==> src/design/sar_defines.svh <==
// timing, size and reset constants of the serial readout block
`ifndef SAR_DEFINES_SVH
`define SAR_DEFINES_SVH

// ==========================================================
// result word
`define SAR_RESULT_BITS 15
`define SAR_RESULT_RST 15'h0000

// ==========================================================
// timing
`define SAR_CLK_PERIOD_NS 10
`define SAR_QUIET_NS 220
`define SAR_QUIET_CYC ((`SAR_QUIET_NS + `SAR_CLK_PERIOD_NS - 1) / `SAR_CLK_PERIOD_NS)

// ==========================================================
// result buffer
`define SAR_FIFO_DEPTH 16

`endif

==> src/design/sar_pkg.sv <==
// types shared by the serial readout block
package sar_pkg;

    // ==========================================================
    // converter phase
    typedef enum logic [2:0] {
        SAR_ST_ACQ  = 3'h1,
        SAR_ST_CONV = 3'h2,
        SAR_ST_DONE = 3'h4
    } sar_state_t;

endpackage

==> src/design/sar_fifo.sv <==
// result buffer with registered read data and valid/ready on both sides
module sar_fifo #(
    parameter int WIDTH = 15,
    parameter int DEPTH = 16
) (
    // clock and reset
    input wire logic sys_clk,
    input wire logic srst,
    // fill side
    input wire logic in_valid,
    output logic in_ready,
    input wire logic [WIDTH-1:0] in_data,
    // drain side
    output logic out_valid,
    input wire logic out_ready,
    output logic [WIDTH-1:0] out_data
);
    localparam int AW = $clog2(DEPTH);

    // ==========================================================
    // parameter check
    generate
        if (DEPTH < 2 || (1 << AW) != DEPTH || WIDTH < 1) begin : g_bad
            $error("fifo depth must be a power of two, at least 2");
        end
    endgenerate

    logic [WIDTH-1:0] mem_r [DEPTH];
    logic [AW-1:0] wr_ptr_r;
    logic [AW-1:0] rd_ptr_r;
    logic [AW:0] cnt_r;
    logic wr_en;
    logic rd_en;

    assign in_ready = (cnt_r != (AW + 1)'(DEPTH));
    assign wr_en = in_valid && in_ready;
    assign rd_en = (cnt_r != '0) && (!out_valid || out_ready);

    // ==========================================================
    // storage
    always_ff @(posedge sys_clk) begin
        if (wr_en) begin
            mem_r[wr_ptr_r] <= in_data;
        end
    end

    always_ff @(posedge sys_clk) begin
        if (srst) begin
            wr_ptr_r <= '0;
            rd_ptr_r <= '0;
            cnt_r <= '0;
        end else begin
            if (wr_en) begin
                wr_ptr_r <= wr_ptr_r + 1'b1;
            end
            if (rd_en) begin
                rd_ptr_r <= rd_ptr_r + 1'b1;
            end
            if (wr_en && !rd_en) begin
                cnt_r <= cnt_r + 1'b1;
            end else if (rd_en && !wr_en) begin
                cnt_r <= cnt_r - 1'b1;
            end
        end
    end

    // ==========================================================
    // registered output stage
    always_ff @(posedge sys_clk) begin
        if (srst) begin
            out_valid <= 1'b0;
            out_data <= '0;
        end else if (rd_en) begin
            out_valid <= 1'b1;
            out_data <= mem_r[rd_ptr_r];
        end else if (out_ready) begin
            out_valid <= 1'b0;
        end
    end

endmodule

==> src/design/sar_adc_serial_readout.sv <==
// successive-approximation sequencer and serial result readout
// What this block does
// - while idle, keep the sampling switch closed on both differential inputs.
// - a falling convert strobe ends acquisition and starts conversion.
// - each serial clock pulse after the quiet time advances the weight array one approximation step.
// - after the last step a complete result word is ready for transfer, except when the previous word still waits for the buffer (overrun).
// - serial data changes on each serial clock falling edge after the quiet time, one bit each.
// - the result is a signed two's complement number.
// - twice the reference span is split into two to the fifteen codes.
// - bits shifted after a strobe belong to that strobe's own conversion.
// - the result leaves most significant bit first.
// - serial data is driven only while the strobe is low.
`include "sar_defines.svh"
module sar_adc_serial_readout #(
    parameter int BITS = `SAR_RESULT_BITS,
    parameter int FIFO_DEPTH = `SAR_FIFO_DEPTH
) (
    // clock and reset
    input wire logic sys_clk,
    input wire logic srst,
    // host link pins
    input wire logic convert_strobe_n,
    input wire logic sck,
    output logic sdo_o,
    output logic sdo_oe,
    // analog front end
    input wire logic comp_above,
    output logic sample_hold,
    output logic [BITS-1:0] capacitive_weight_array,
    // result stream
    output logic result_valid,
    input wire logic result_ready,
    output logic [BITS-1:0] result_data,
    output logic overrun
);
    localparam int CW = $clog2(BITS + 1);
    localparam int QW = $clog2(`SAR_QUIET_CYC + 1);
    localparam logic [QW-1:0] QUIET_CYC = QW'(`SAR_QUIET_CYC);
    localparam logic [CW-1:0] LAST_STEP = CW'(BITS - 1);

    // ==========================================================
    // parameter check
    generate
        if (BITS != `SAR_RESULT_BITS) begin : g_bad_bits
            $error("result width must be fifteen bits");
        end
    endgenerate

    // ==========================================================
    // helpers
    function automatic logic [BITS-1:0] sar_mid();
        logic [BITS-1:0] v;
        v = '0;
        v[BITS-1] = 1'b1;
        return v;
    endfunction

    function automatic logic [BITS-1:0] sar_step(input logic [BITS-1:0] code, input logic [CW-1:0] idx,
                                                 input logic keep);
        logic [BITS-1:0] v;
        v = code;
        v[idx] = keep;
        if (idx != '0) begin
            v[idx - 1'b1] = 1'b1;
        end
        return v;
    endfunction

    // ==========================================================
    // pin synchronisers
    logic [2:0] strobe_s;
    logic [2:0] sck_s;
    logic [1:0] comp_s;

    always_ff @(posedge sys_clk) begin
        if (srst) begin
            strobe_s <= 3'h7;
            sck_s <= 3'h0;
            comp_s <= 2'h0;
        end else begin
            strobe_s <= {strobe_s[1:0], convert_strobe_n};
            sck_s <= {sck_s[1:0], sck};
            comp_s <= {comp_s[0], comp_above};
        end
    end

    logic strobe_high;
    logic strobe_fall;
    logic sck_fall;
    assign strobe_high = strobe_s[1];
    assign strobe_fall = strobe_s[2] && !strobe_s[1];
    assign sck_fall = sck_s[2] && !sck_s[1];

    // ==========================================================
    // phase sequencing
    sar_pkg::sar_state_t state_r;
    sar_pkg::sar_state_t state_nxt;
    logic [CW-1:0] step_cnt_r;
    logic [QW-1:0] quiet_r;
    logic step;
    logic [CW-1:0] bit_idx;

    assign step = (state_r == sar_pkg::SAR_ST_CONV) && sck_fall && (quiet_r == '0);
    assign bit_idx = LAST_STEP - step_cnt_r;

    always_comb begin
        state_nxt = state_r;
        case (state_r)
            sar_pkg::SAR_ST_ACQ: begin
                if (strobe_fall) begin
                    state_nxt = sar_pkg::SAR_ST_CONV;
                end
            end
            sar_pkg::SAR_ST_CONV: begin
                if (strobe_high) begin
                    state_nxt = sar_pkg::SAR_ST_ACQ;
                end else if (step && step_cnt_r == LAST_STEP) begin
                    state_nxt = sar_pkg::SAR_ST_DONE;
                end
            end
            sar_pkg::SAR_ST_DONE: begin
                if (strobe_high) begin
                    state_nxt = sar_pkg::SAR_ST_ACQ;
                end
            end
            default: begin
                state_nxt = sar_pkg::SAR_ST_ACQ;
            end
        endcase
    end

    always_ff @(posedge sys_clk) begin
        if (srst) begin
            state_r <= sar_pkg::SAR_ST_ACQ;
            sample_hold <= 1'b1;
        end else begin
            state_r <= state_nxt;
            sample_hold <= (state_nxt == sar_pkg::SAR_ST_ACQ);
        end
    end

    always_ff @(posedge sys_clk) begin
        if (srst) begin
            quiet_r <= '0;
        end else if (strobe_fall) begin
            quiet_r <= QUIET_CYC;
        end else if (quiet_r != '0) begin
            quiet_r <= quiet_r - 1'b1;
        end
    end

    // ==========================================================
    // approximation register
    always_ff @(posedge sys_clk) begin
        if (srst) begin
            step_cnt_r <= '0;
            capacitive_weight_array <= `SAR_RESULT_RST;
        end else if (strobe_fall) begin
            step_cnt_r <= '0;
            capacitive_weight_array <= sar_mid();
        end else if (step) begin
            step_cnt_r <= step_cnt_r + 1'b1;
            capacitive_weight_array <= sar_step(capacitive_weight_array, bit_idx, comp_s[1]);
        end
    end

    // ==========================================================
    // serial output
    always_ff @(posedge sys_clk) begin
        if (srst) begin
            sdo_o <= 1'b0;
            sdo_oe <= 1'b0;
        end else begin
            sdo_oe <= !strobe_high;
            if (step) begin
                // offset binary to two's complement flips only the top bit
                sdo_o <= (bit_idx == LAST_STEP) ? !comp_s[1] : comp_s[1];
            end
        end
    end

    // ==========================================================
    // result hand-off into the buffer
    logic push_valid_r;
    logic [BITS-1:0] push_data_r;
    logic fifo_in_ready;
    logic [BITS-1:0] final_code;

    assign final_code = sar_step(capacitive_weight_array, '0, comp_s[1]);

    always_ff @(posedge sys_clk) begin
        if (srst) begin
            push_valid_r <= 1'b0;
            push_data_r <= `SAR_RESULT_RST;
        end else if (step && step_cnt_r == LAST_STEP && !(push_valid_r && !fifo_in_ready)) begin
            push_valid_r <= 1'b1;
            push_data_r <= {!final_code[BITS-1], final_code[BITS-2:0]};
        end else if (fifo_in_ready) begin
            push_valid_r <= 1'b0;
        end
    end

    always_ff @(posedge sys_clk) begin
        if (srst) begin
            overrun <= 1'b0;
        end else if (step && step_cnt_r == LAST_STEP && push_valid_r && !fifo_in_ready) begin
            overrun <= 1'b1;
        end else if (strobe_fall) begin
            overrun <= 1'b0;
        end
    end

    sar_fifo #(
        .WIDTH(BITS),
        .DEPTH(FIFO_DEPTH)
    ) u_fifo (
        .sys_clk(sys_clk),
        .srst(srst),
        .in_valid(push_valid_r),
        .in_ready(fifo_in_ready),
        .in_data(push_data_r),
        .out_valid(result_valid),
        .out_ready(result_ready),
        .out_data(result_data)
    );

    // ==========================================================
    // checks
    a_idle_acquires: assert property (@(posedge sys_clk) disable iff (srst)
        strobe_high |=> sample_hold) else $error("sampling switch open while strobe high");

    a_fall_converts: assert property (@(posedge sys_clk) disable iff (srst)
        strobe_fall |=> (state_r == sar_pkg::SAR_ST_CONV) && !sample_hold)
        else $error("strobe fall did not start conversion");

    a_step_per_edge: assert property (@(posedge sys_clk) disable iff (srst)
        step && !strobe_high |=> step_cnt_r == $past(step_cnt_r) + 1'b1) else $error("step count did not advance");

    a_no_edge_still: assert property (@(posedge sys_clk) disable iff (srst)
        (state_r == sar_pkg::SAR_ST_CONV) && !step && !strobe_fall |=> $stable(capacitive_weight_array))
        else $error("weight array moved without serial edge");

    a_last_step_done: assert property (@(posedge sys_clk) disable iff (srst)
        step && step_cnt_r == LAST_STEP && !strobe_high |=> state_r == sar_pkg::SAR_ST_DONE)
        else $error("conversion did not end after last step");

    a_sdo_on_edge: assert property (@(posedge sys_clk) disable iff (srst)
        !$stable(sdo_o) |-> $past(step)) else $error("serial data changed without falling edge");

    a_msb_inverted: assert property (@(posedge sys_clk) disable iff (srst)
        step && step_cnt_r == '0 |=> sdo_o == !$past(comp_s[1])) else $error("first bit is not the sign bit");

    a_quiet_kept: assert property (@(posedge sys_clk) disable iff (srst)
        strobe_fall |=> !step [*8]) else $error("step taken inside quiet time");

    a_bus_release: assert property (@(posedge sys_clk) disable iff (srst)
        strobe_high |=> !sdo_oe) else $error("serial data driven while strobe high");

    a_bus_drive: assert property (@(posedge sys_clk) disable iff (srst)
        !strobe_high |=> sdo_oe) else $error("serial data not driven while strobe low");

    a_push_same_conv: assert property (@(posedge sys_clk) disable iff (srst)
        step && step_cnt_r == LAST_STEP && !push_valid_r |=> push_valid_r
            && push_data_r == {!capacitive_weight_array[BITS-1], capacitive_weight_array[BITS-2:0]})
        else $error("result word not taken from this conversion");

endmodule

==> config.mk <==
export PLATFORM = sky130hd
export DESIGN_NAME = sar_adc_serial_readout
export DESIGN_NICKNAME = d
export VERILOG_FILES = /design/src/design/sar_pkg.sv /design/src/design/sar_fifo.sv /design/src/design/sar_adc_serial_readout.sv
export VERILOG_INCLUDE_DIRS = /design/src /design/src/design
export SDC_FILE = /design/constraint.sdc
export NUM_CORES = 1
export LEC_CHECK = 0
export ABC_AREA = 1
export BUFFER_PORTS_ARGS = -buffer_cell sky130_fd_sc_hd__buf_2
export CAP_MARGIN = 20
export CORE_ASPECT_RATIO = 2
export CORE_MARGIN = 8
export CORE_UTILIZATION = 35
export DETAILED_ROUTE_END_ITERATION = 16
export PLACE_DENSITY = 0.49
export SETUP_SLACK_MARGIN = 0.2
export SLEW_MARGIN = 5
export SYNTH_ARGS = -nofsm -noshare
export SYNTH_HDL_FRONTEND = slang
export SYNTH_SLANG_ARGS = --single-unit
==> constraint.sdc <==
create_clock -name sys_clk -period 1.9 [get_ports sys_clk]
set_input_delay 0.285 -clock sys_clk [delete_from_list [all_inputs] [get_ports sys_clk]]
set_output_delay 0.285 -clock sys_clk [all_outputs]
set_load 0.03 [all_outputs]
==> results of run 1 <==
==> critical path, cell delays in order, from the launching register on <==
cell and delay, ps:
dfxtp_2 330, nor2_4 110, nand4_1 110, nand2_2 110, ha_4 160, inv_4 50
fa_2 340, nand2_2 80, nand2_2 50, a21oi_2 140, nor2_1 50, nor2_1 90
nand2_1 70, nand2_1 60, nand2_1 40, nor2_1 110
==> cells in the mapped netlist, drive strengths merged <==
cell type	count	area, µm²
nor2	350	1340
nand3	123	626
inv	75	282
or2	2	12.5
nand2	108	425
o211ai	18	135
clkbuf	21	80.1
a31o	1	8.76
nor3	18	120
clkinv	2	7.51
edfxtp	240	7210
nand4	6	37.5
buf	45	265
o31ai	2	28.8
ha	16	200
xor2	6	52.6
a21oi	29	145
fa	1	20.0
o21ai	158	791
o21a	1	7.51
dfxtp	84	1680
==> worst max path at each step <==
stage / cells past startpoint / slack [ps] / start / end
after floorplan: 6 / 7 / u_fifo.cnt_r[1] / u_fifo.mem_r[11][0]
after global placement: 15 / -60 / u_fifo.cnt_r[3] / u_fifo.cnt_r[4]
after detailed placement: 15 / -60 / u_fifo.cnt_r[3] / u_fifo.cnt_r[4]
after CTS: 15 / -50 / u_fifo.cnt_r[0] / u_fifo.cnt_r[4]
after global routing: 16 / -260 / u_fifo.cnt_r[0] / u_fifo.cnt_r[4]
final: 15 / -60 / u_fifo.cnt_r[0] / u_fifo.cnt_r[4]
==> power groups by stage <==
stage / combinational, mW / clock [mW] / sequential, mW
2_1_floorplan: 3.51 / 0 / 8.31
3_3_place_gp: 5.44 / 0 / 8.09
3_5_place_dp: 5.49 / 0 / 8.10
4_1_cts: 5.67 / 6.41 / 7.95
5_1_grt: 7.18 / 6.67 / 8.00
6_report: 6.39 / 6.23 / 7.97
==> metal layers <==
metal,track usage (%),part of all wire [%],up-vias
met5,0,0,-
met4,5.52,2.6,0
li1,-,-,4684
met2,31.0,56,158
met1,17.0,38,4650
met3,1.75,2.9,54
==> per-stage QoR <==
stage / std cells / area, µm² / setup TNS, ps / setup WS (ps) / hold WS, ps
finish: 1904 / 16500 / -67.9 / -63.3 / 33.4
global route: 1904 / 16500 / -1030 / -258 / 45.7
CTS: 1884 / 16000 / -79.3 / -47.7 / 9.77
detailed placement: 1814 / 14700 / -92.1 / -61.9 / 395
global placement: 1814 / 14700 / -55.0 / -55.0 / 392
floorplan: 1306 / 13500 / 0 / 6.81 / 388
==> logic make-up (layout without fill, tap and decap cells) <==
group | Yosys count | count (layout) | share of synthesized area, %
fa+ha+maj | 17 | 17 | 1.63
buf+inv | 143 | 278 | 4.71
compound gates | 209 | 209 | 8.29
flops | 324 | 324 | 66.0
simple gates | 607 | 607 | 19.0
xor+xnor | 6 | 6 | 0.390
==> registers in the layout, summed over array words and instances (netlist names) <==
| signal | flops |
|---|---|
| push_data_r | 15 |
| sample_hold | 1 |
| u_fifo.rd_ptr_r | 4 |
| u_fifo.out_data | 15 |
| step_cnt_r | 4 |
| sdo_oe | 1 |
| strobe_s | 3 |
| u_fifo.cnt_r | 5 |
| comp_s | 2 |
| push_valid_r | 1 |
| u_fifo.wr_ptr_r | 4 |
| sdo_o | 1 |
| quiet_r | 5 |
| capacitive_weight_array | 15 |
| overrun | 1 |
| u_fifo.out_valid | 1 |
| u_fifo.mem_r | 240 |
| state_r | 3 |
| sck_s | 3 |
==> timing repair <==
action                                  in CTS  in global routing
cloned                                       0                  6
setup buffers                               11                 14
pin swaps                                    8                 27
endpoints found under the hold margin        3                  0
endpoints found under the setup margin      69                223
resized for setup                           43                 82
hold buffers                                 3                  0
==> cell type report <==
type	count	area (µm²)	area share, %
clock buffers	47	926	5.60
repair buffers	145	1380	8.34
clock inverters	9	98.8	0.598
inverters	77	300	1.82
well taps	463	579	3.50
multi-input cells	839	4340	26.3
flip-flops and latches	324	8910	53.9
==> metrics.txt, run 1 <==
status=finished with violations; failing checks=setup timing; Die ar.=45400 µm²; Ant. Diodes=0; most common cell after layout, fill and taps aside=nor2_1; GPL Wtd Cong=0.869; vias in the first global route=9605; Final #Nets=~1400; Seq/Total Area, Yosys=roughly two thirds; # H-tree levels=1; Die H=between 200 and 300 µm; internal power=about 14 mW; core area=approximately 38000 µm²; TritonRoute pass-1 iters=5; CP arrival=about 2500 ps; DR WL/cell=between 15 and 20 µm; Peak Freq=0.509 GHz; share of cells above drive strength 1=a little over a fifth; max_cap viols=0; Total Power=~21 mW; Clk Latency, worst-skew pair=around 560 ps; antenna violations before repair=0; largest net degree at the start of global routing=between 50 and 60; PwrDens=~1200 nW/µm²; hold-critical path depth=4; I/O Buffers=40; Slew Viols, Final=0; final worst-path cycle share=103%; leak pwr=~6.5 nW; Comb pwr share=31.0%; most frequent cells in the layout=nor2_1 (309), edfxtp_1 (240), o21ai_0 (129); final wirelength=~37000 µm; clk sinks=around 320; fillcell total=roughly 3600; Fin Clk Skew=~14 ps; Flop pwr share=38.7%; first-pass GRT wire length=approximately 56000 µm; vias per cell=5.01; R2R depth=15; Syn Std Cell Area=between 10000 and 15000 µm²; r2r setup slk=-60 ps; total grt overflow=0; Area Growth Syn to Fin=22.7%; GRT Util Overall=15.8%; crit path time final=roughly 2000 ps; CTS tree=built; Num CTS Buffers=30; Yosys reg bits=~320; Syn. warnings=0; final setup fails=2; Worst R2R Start=u_fifo.cnt_r[0]; post-layout util=between 40% and 50%; kind of critical path=register to register; Yosys cell types=34; initial core utilization=between 30% and 40%; Clk pwr share=between 30% and 40%; Worst setup SP type=register; Min-Delay Startpoint=result_ready; worst hold path endpoint=u_fifo.out_valid; switching share of power=32.5%; Core Rows=between 100 and 150; via count=9546; syn avg cell area=roughly 10 µm²; syn_nets=around 1300; Hold Path Class=input pin to register; clk root buf=clkbuf_16; reg-to-reg critical path endpoint=u_fifo.cnt_r[4]; Starting DRT DRC Count=440; final hold violations=0; worst vdd rail ir drop=0.720 mV; Ports=slightly above 40; P_sw=approximately 6.7 mW; Setup WS post-layout=-63.3 ps; Slew headroom=between 50% and 60%; CP Capture Type=register; Final ANT Viol Nets=0; buffers from clock root to sink, at most=3; DRC=0; measured slew at the worst slew-check pin=~740 ps; Worst Path Required=around 2400 ps; DP HPWL=around 23000 µm; width of the chip=155 µm; unrepaired setup endpoints after global routing=yes; Worst-path clk slew=about 60 ps; Crit Path Max Fanout=4; Post-Syn Instances=1306
Note: power is estimated with default switching activity, not from simulation.
==> inputs of run 2 (changes only) <==
--- a/config.mk
+++ b/config.mk
@@ -10,7 +10,7 @@
 export BUFFER_PORTS_ARGS = -buffer_cell sky130_fd_sc_hd__buf_2
 export CAP_MARGIN = 20
 export CORE_ASPECT_RATIO = 2
-export CORE_MARGIN = 8
+export CORE_MARGIN = 2
 export CORE_UTILIZATION = 35
 export DETAILED_ROUTE_END_ITERATION = 16
 export PLACE_DENSITY = 0.49
==> run 2 against run 1 <==
  * The run still ends with setup timing left
  * Global-route usage is 1.6 points higher
  * First-iteration DRC count rose by 21%
  * Hold slack improved by 16 ps
  * Wire length is 2.8% lower
  * Combinational power shrank 8.3%
  * Register-to-register slack hardly changed
  * Fmax is essentially flat
  * Critical path type unchanged
==> metrics.txt, run 2 (same netlist as run 1, synthesis figures left out) <==
Setup WS post-layout=-64.0 ps; Worst setup SP type=register; r2r setup slk=-60 ps; vias per cell=5.02; Worst R2R Start=u_fifo.cnt_r[3]; PwrDens=roughly 1200 nW/µm²; unrepaired setup endpoints after global routing=yes; # H-tree levels=1; Worst Path Required=2360 ps; crit path capture=u_fifo.cnt_r[4]; crit path time final=1960 ps; Slew Viols, Final=0; R2R depth=14; max reg flops=between 200 and 250; initial core utilization=between 30% and 40%; Worst-path clk slew=~60 ps; vias in the first global route=approximately 9500; Crit Path Max Fanout=4; most frequent cells in the layout=nor2_1 (322), edfxtp_1 (240), o21ai_0 (129); GPL Wtd Cong=approximately 0.93; I/O Buffers=40; buffers from clock root to sink, at most=3; final worst-path cycle share=103%; reg-to-reg critical path endpoint=u_fifo.cnt_r[4]; width of the chip=143 µm; Clk Latency, worst-skew pair=approximately 580 ps; clk sinks=324; final hold violations=0; CP Capture Type=register; Core Rows=slightly above 100; cell mode on critical path=nor2_1; DP HPWL=approximately 23000 µm; crit-path cells=nor2_4 -> nand4_1 -> nand2_2 -> ha_4 -> inv_4 -> fa_2 -> nand2_1 -> nand2_1 -> a21oi_2 -> nor2_1 -> nor2_1 -> nand2_1 -> nor2_1 -> nor2_1; Hold Path Class=input pin to register; status=finished with violations; largest net degree at the start of global routing=75; Die H=about 280 µm; final wirelength=~36000 µm; clk root buf=clkbuf_16; most common cell after layout, fill and taps aside=nor2_1; leak pwr=6.47 nW; Ant. Diodes=0; DR WL/cell=roughly 19 µm; measured slew at the worst slew-check pin=roughly 650 ps; CP arrival=2420 ps; first-pass GRT wire length=around 54000 µm; core area=around 38000 µm²; final setup fails=1; kind of critical path=register to register; Critical Path Stages=14; TritonRoute pass-1 iters=5; Ports=between 40 and 50; CP max stage cell=dfxtp_2; GRT Util Overall=roughly 17%; DRC=0; CTS tree=built; Slew headroom=56.4%; CP startpoint=u_fifo.cnt_r[3]; max incr delay on CP=330 ps; Area Growth Syn to Fin=22.5%; Num CTS Buffers=30; worst vdd rail ir drop=0.778 mV; Final #Nets=about 1400; Total Power=approximately 20 mW; Die ar.=~40000 µm²; failing checks=setup timing; Final ANT Viol Nets=0; post-layout util=between 40% and 50%; Starting DRT DRC Count=approximately 530; max_cap viols=0; Biggest register=u_fifo.mem_r; antenna violations before repair=0; Bufs and invs on worst path=1; Fin Clk Skew=25.3 ps; CP delay by family, top=simple AND/OR/NAND/NOR gates; via count=~9500; total grt overflow=0; share of cells above drive strength 1=between 15 and 20%; Peak Freq=slightly above 0.5 GHz
==> run 2: worst min path at each step <==
stage                       startpoint          endpoint  cells past startpoint
final                     result_ready  u_fifo.out_valid                      4
after global routing      result_ready  u_fifo.out_valid                      4
after CTS                 result_ready  u_fifo.out_valid                      4
after detailed placement   strobe_s[0]       strobe_s[1]                      1
after global placement       comp_s[0]         comp_s[1]                      2
after floorplan              comp_s[0]         comp_s[1]                      2
==> run 2: cell type report <==
| type | instances | area [µm²] |
|---|---|---|
| fill | 3605 | 21400 |
| timing repair buffer | 139 | 1450 |
| inverter | 77 | 302 |
| clock inverter | 18 | 174 |
| tap | 463 | 579 |
| clock buffer | 35 | 769 |
| sequential | 324 | 8910 |
| multi-input combinational | 840 | 4320 |
==> run 2: report_power, final <==
group	switching [mW]	internal, mW	total, mW
combinational	3.62	2.24	5.86
sequential	0.177	7.77	7.95
clock	2.62	3.29	5.91
==> run 2: metrics by stage <==
step	TNS, ps	hold WS [ps]	std cells	area [µm²]	worst slack [ps]
finish	-64.0	49.5	1896	16500	-64.0
global route	-381	51.8	1896	16500	-230
CTS	-43.0	21.7	1873	15900	-24.0
detailed placement	-97.7	392	1813	14800	-50.7
global placement	-39.8	391	1813	14800	-39.8
floorplan	0	388	1306	13500	6.81
==> run 2: timing repair <==
action,4_1_cts,5_1_grt
cloned,0,7
pin swaps,13,30
hold endpoints to repair,3,0
hold buffers,3,0
setup endpoints to repair,32,252
setup buffers,4,16
resized for setup,22,82
==> run 2: metal layers <==
metal	wire (µm)	up-vias	global-route usage [%]	share of wire, %
li1	-	4681	-	-
met1	12900	4592	18.2	36
met2	20900	180	35.1	58
met3	997	62	1.68	2.8
met4	1150	0	6.47	3.2
met5	0	-	0	0
==> run 2: worst reg2reg max path, delay by kind of cell (launching register included) <==
kind,cells,cell delay (ps)
DFF,1,330
buffers and inverters,1,50
adders and majority gates,2,500
and+or+nand+nor,10,820
AOI/OAI and AO/OA,1,150
==> inputs of run 3 (changes only) <==
--- a/config.mk
+++ b/config.mk
@@ -9,7 +9,6 @@
 export ABC_AREA = 1
 export BUFFER_PORTS_ARGS = -buffer_cell sky130_fd_sc_hd__buf_2
 export CAP_MARGIN = 20
-export CORE_ASPECT_RATIO = 2
 export CORE_MARGIN = 2
 export CORE_UTILIZATION = 35
 export DETAILED_ROUTE_END_ITERATION = 16
==> run 3 against run 2 <==
  * The flow now finishes without violations
  * Utilization fell by 0.46 points
  * Hold slack lost 4.0 ps
  * Critical path depth decreased by 1
  * Sequential share of layout area up 0.81 points
  * Via count fell by 0.75%
  * Register-to-register slack improved by 80 ps
  * Critical path type unchanged
  * Largest cell class unchanged
  * Largest power group unchanged
==> metrics.txt, run 3 (same netlist as run 1, synthesis figures left out) <==
final hold violations=0; max incr delay on CP=~330 ps; largest net degree at the start of global routing=60; max_cap viols=0; final wirelength=roughly 35000 µm; CP arrival=~2300 ps; Clk Latency, worst-skew pair=around 540 ps; final worst-path cycle share=between 90% and 100%; Fin Clk Skew=approximately 12 ps; crit-path cells=nor2_4 -> nand4_1 -> nand2_2 -> inv_2 -> ha_4 -> inv_4 -> ha_4 -> buf_4 -> nand3_1 -> nand3_1 -> xor2_1 -> o21ai_1 -> inv_1; WHS=approximately 46 ps; most frequent cells in the layout=nor2_1 (326), edfxtp_1 (240), o21ai_0 (135); width of the chip=200 µm; Starting DRT DRC Count=around 600; DR WL/cell=17.9 µm; CP Capture Type=register; post-route insts no fill=slightly below 2000; total negative slack=0 ps; Crit Path Max Fanout=4; GRT met3 Usage=under 10%; via count=between 9000 and 10000; Slew Viols, Final=0; total grt overflow=0; CP delay by family, top=simple AND/OR/NAND/NOR gates; placed insts=~1900; post-layout util=between 40 and 50%; DP HPWL=21800 µm; Final ANT Viol Nets=0; DRC=0; initial core utilization=a little over a third; I/O Buffers=40; Die ar.=40100 µm²; clk sinks=between 300 and 400; antenna violations before repair=0; Ports=41; unrepaired setup endpoints after global routing=yes; Ant. Diodes=0; Core Rows=71; measured slew at the worst slew-check pin=about 710 ps; Final #Nets=1435; PwrDens=between 1000 and 1500 nW/µm²; share of cells above drive strength 1=19.0%; Slew headroom=between 50% and 60%; kind of critical path=register to register; Worst Path Required=about 2300 ps; buffers from clock root to sink, at most=3; Setup WS post-layout=12.6 ps; CP max stage cell=dfxtp_2; Area Growth Syn to Fin=20.7%; Worst setup SP type=register; Bufs and invs on worst path=4; clk root buf=clkbuf_16; grt peak-use layer=met2; worst vdd rail ir drop=between 0.5 and 0.6 mV; Num CTS Buffers=37; Die H=200 µm; max reg flops=240; status=complete, no violations; # H-tree levels=2; crit path time final=about 1900 ps; GPL Wtd Cong=0.816; final setup fails=0; vias per cell=4.84; Peak Freq=~0.53 GHz; first-pass GRT wire length=~54000 µm; core area=37800 µm²; most common cell after layout, fill and taps aside=nor2_1; met2 Resource Use GR=28.0%; Hold Path Class=input pin to register; vias in the first global route=between 9000 and 10000; pre-CTS setup slack=around 16 ps; leak pwr=6.46 nW; met1 Use GR=24.0%; Biggest register=u_fifo.mem_r; Worst-path clk slew=around 50 ps; GRT Util Overall=17.4%; TritonRoute pass-1 iters=5; CTS tree=built
## run 3: cell count changes in the layout (fill, tap and decap cells not counted), sizes merged
cell | before | now
nand2 | 109 | 108
buf | 130 | 129
clkbuf | 41 | 45
inv | 75 | 76
clkinvlp | 0 | 4
clkinv | 17 | 18
## run 3: worst reg2reg max path: stages, from the launching register on
cell and delay (ps):
dfxtp_2 330, nor2_4 110, nand4_1 140, nand2_2 110, inv_2 50, ha_4 160, inv_4 70, ha_4 200
buf_4 140, nand3_1 70, nand3_1 80, xor2_1 150, o21ai_1 120, inv_1 50
## run 3: layout make-up
cell class	count	area, µm²
fillers	3613	21500
flip-flops and latches	324	8910
multi-input cells	839	4160
repair buffers	133	1060
clock buffers	44	995
well taps	511	639
inverters	77	294
clock inverters	24	198
## run 3: worst paths after layout
path         slack [ps]  cells past startpoint               end             from
max                  10                     13   u_fifo.cnt_r[3]  u_fifo.cnt_r[0]
min reg2reg         400                      2         comp_s[1]        comp_s[0]
min                  50                      4  u_fifo.out_valid     result_ready
max reg2reg          10                     13   u_fifo.cnt_r[3]  u_fifo.cnt_r[0]
## run 3: routing by layer
| layer | up-vias | part of all wire (%) |
|---|---|---|
| met2 | 190 | 47 |
| met5 | - | 0 |
| met4 | 0 | 2.5 |
| met1 | 4514 | 47 |
| li1 | 4685 | - |
| met3 | 55 | 4.1 |
## run 3: power breakdown
group | total, mW | internal, mW | switching, mW
combinational | 5.52 | 2.01 | 3.51
clock | 6.99 | 4.15 | 2.84
sequential | 7.97 | 7.78 | 0.187
## run 3: stage by stage
step | total power [mW] | instance area, µm²
after detailed placement | 13.5 | 14700
after CTS | 20.6 | 16000
after floorplan | 11.8 | 13500
final | 20.5 | 16300
after global routing | 21.7 | 16300
after global placement | 13.4 | 14700
## run 3: what timing repair did
| item | in CTS | in global routing |
|---|---|---|
| setup buffers | 2 | 5 |
| pin swaps | 4 | 16 |
| hold endpoints to repair | 3 | 0 |
| setup endpoints to repair | 77 | 187 |
| cloned | 0 | 1 |
| gates resized for setup | 17 | 48 |
| hold buffers | 3 | 0 |
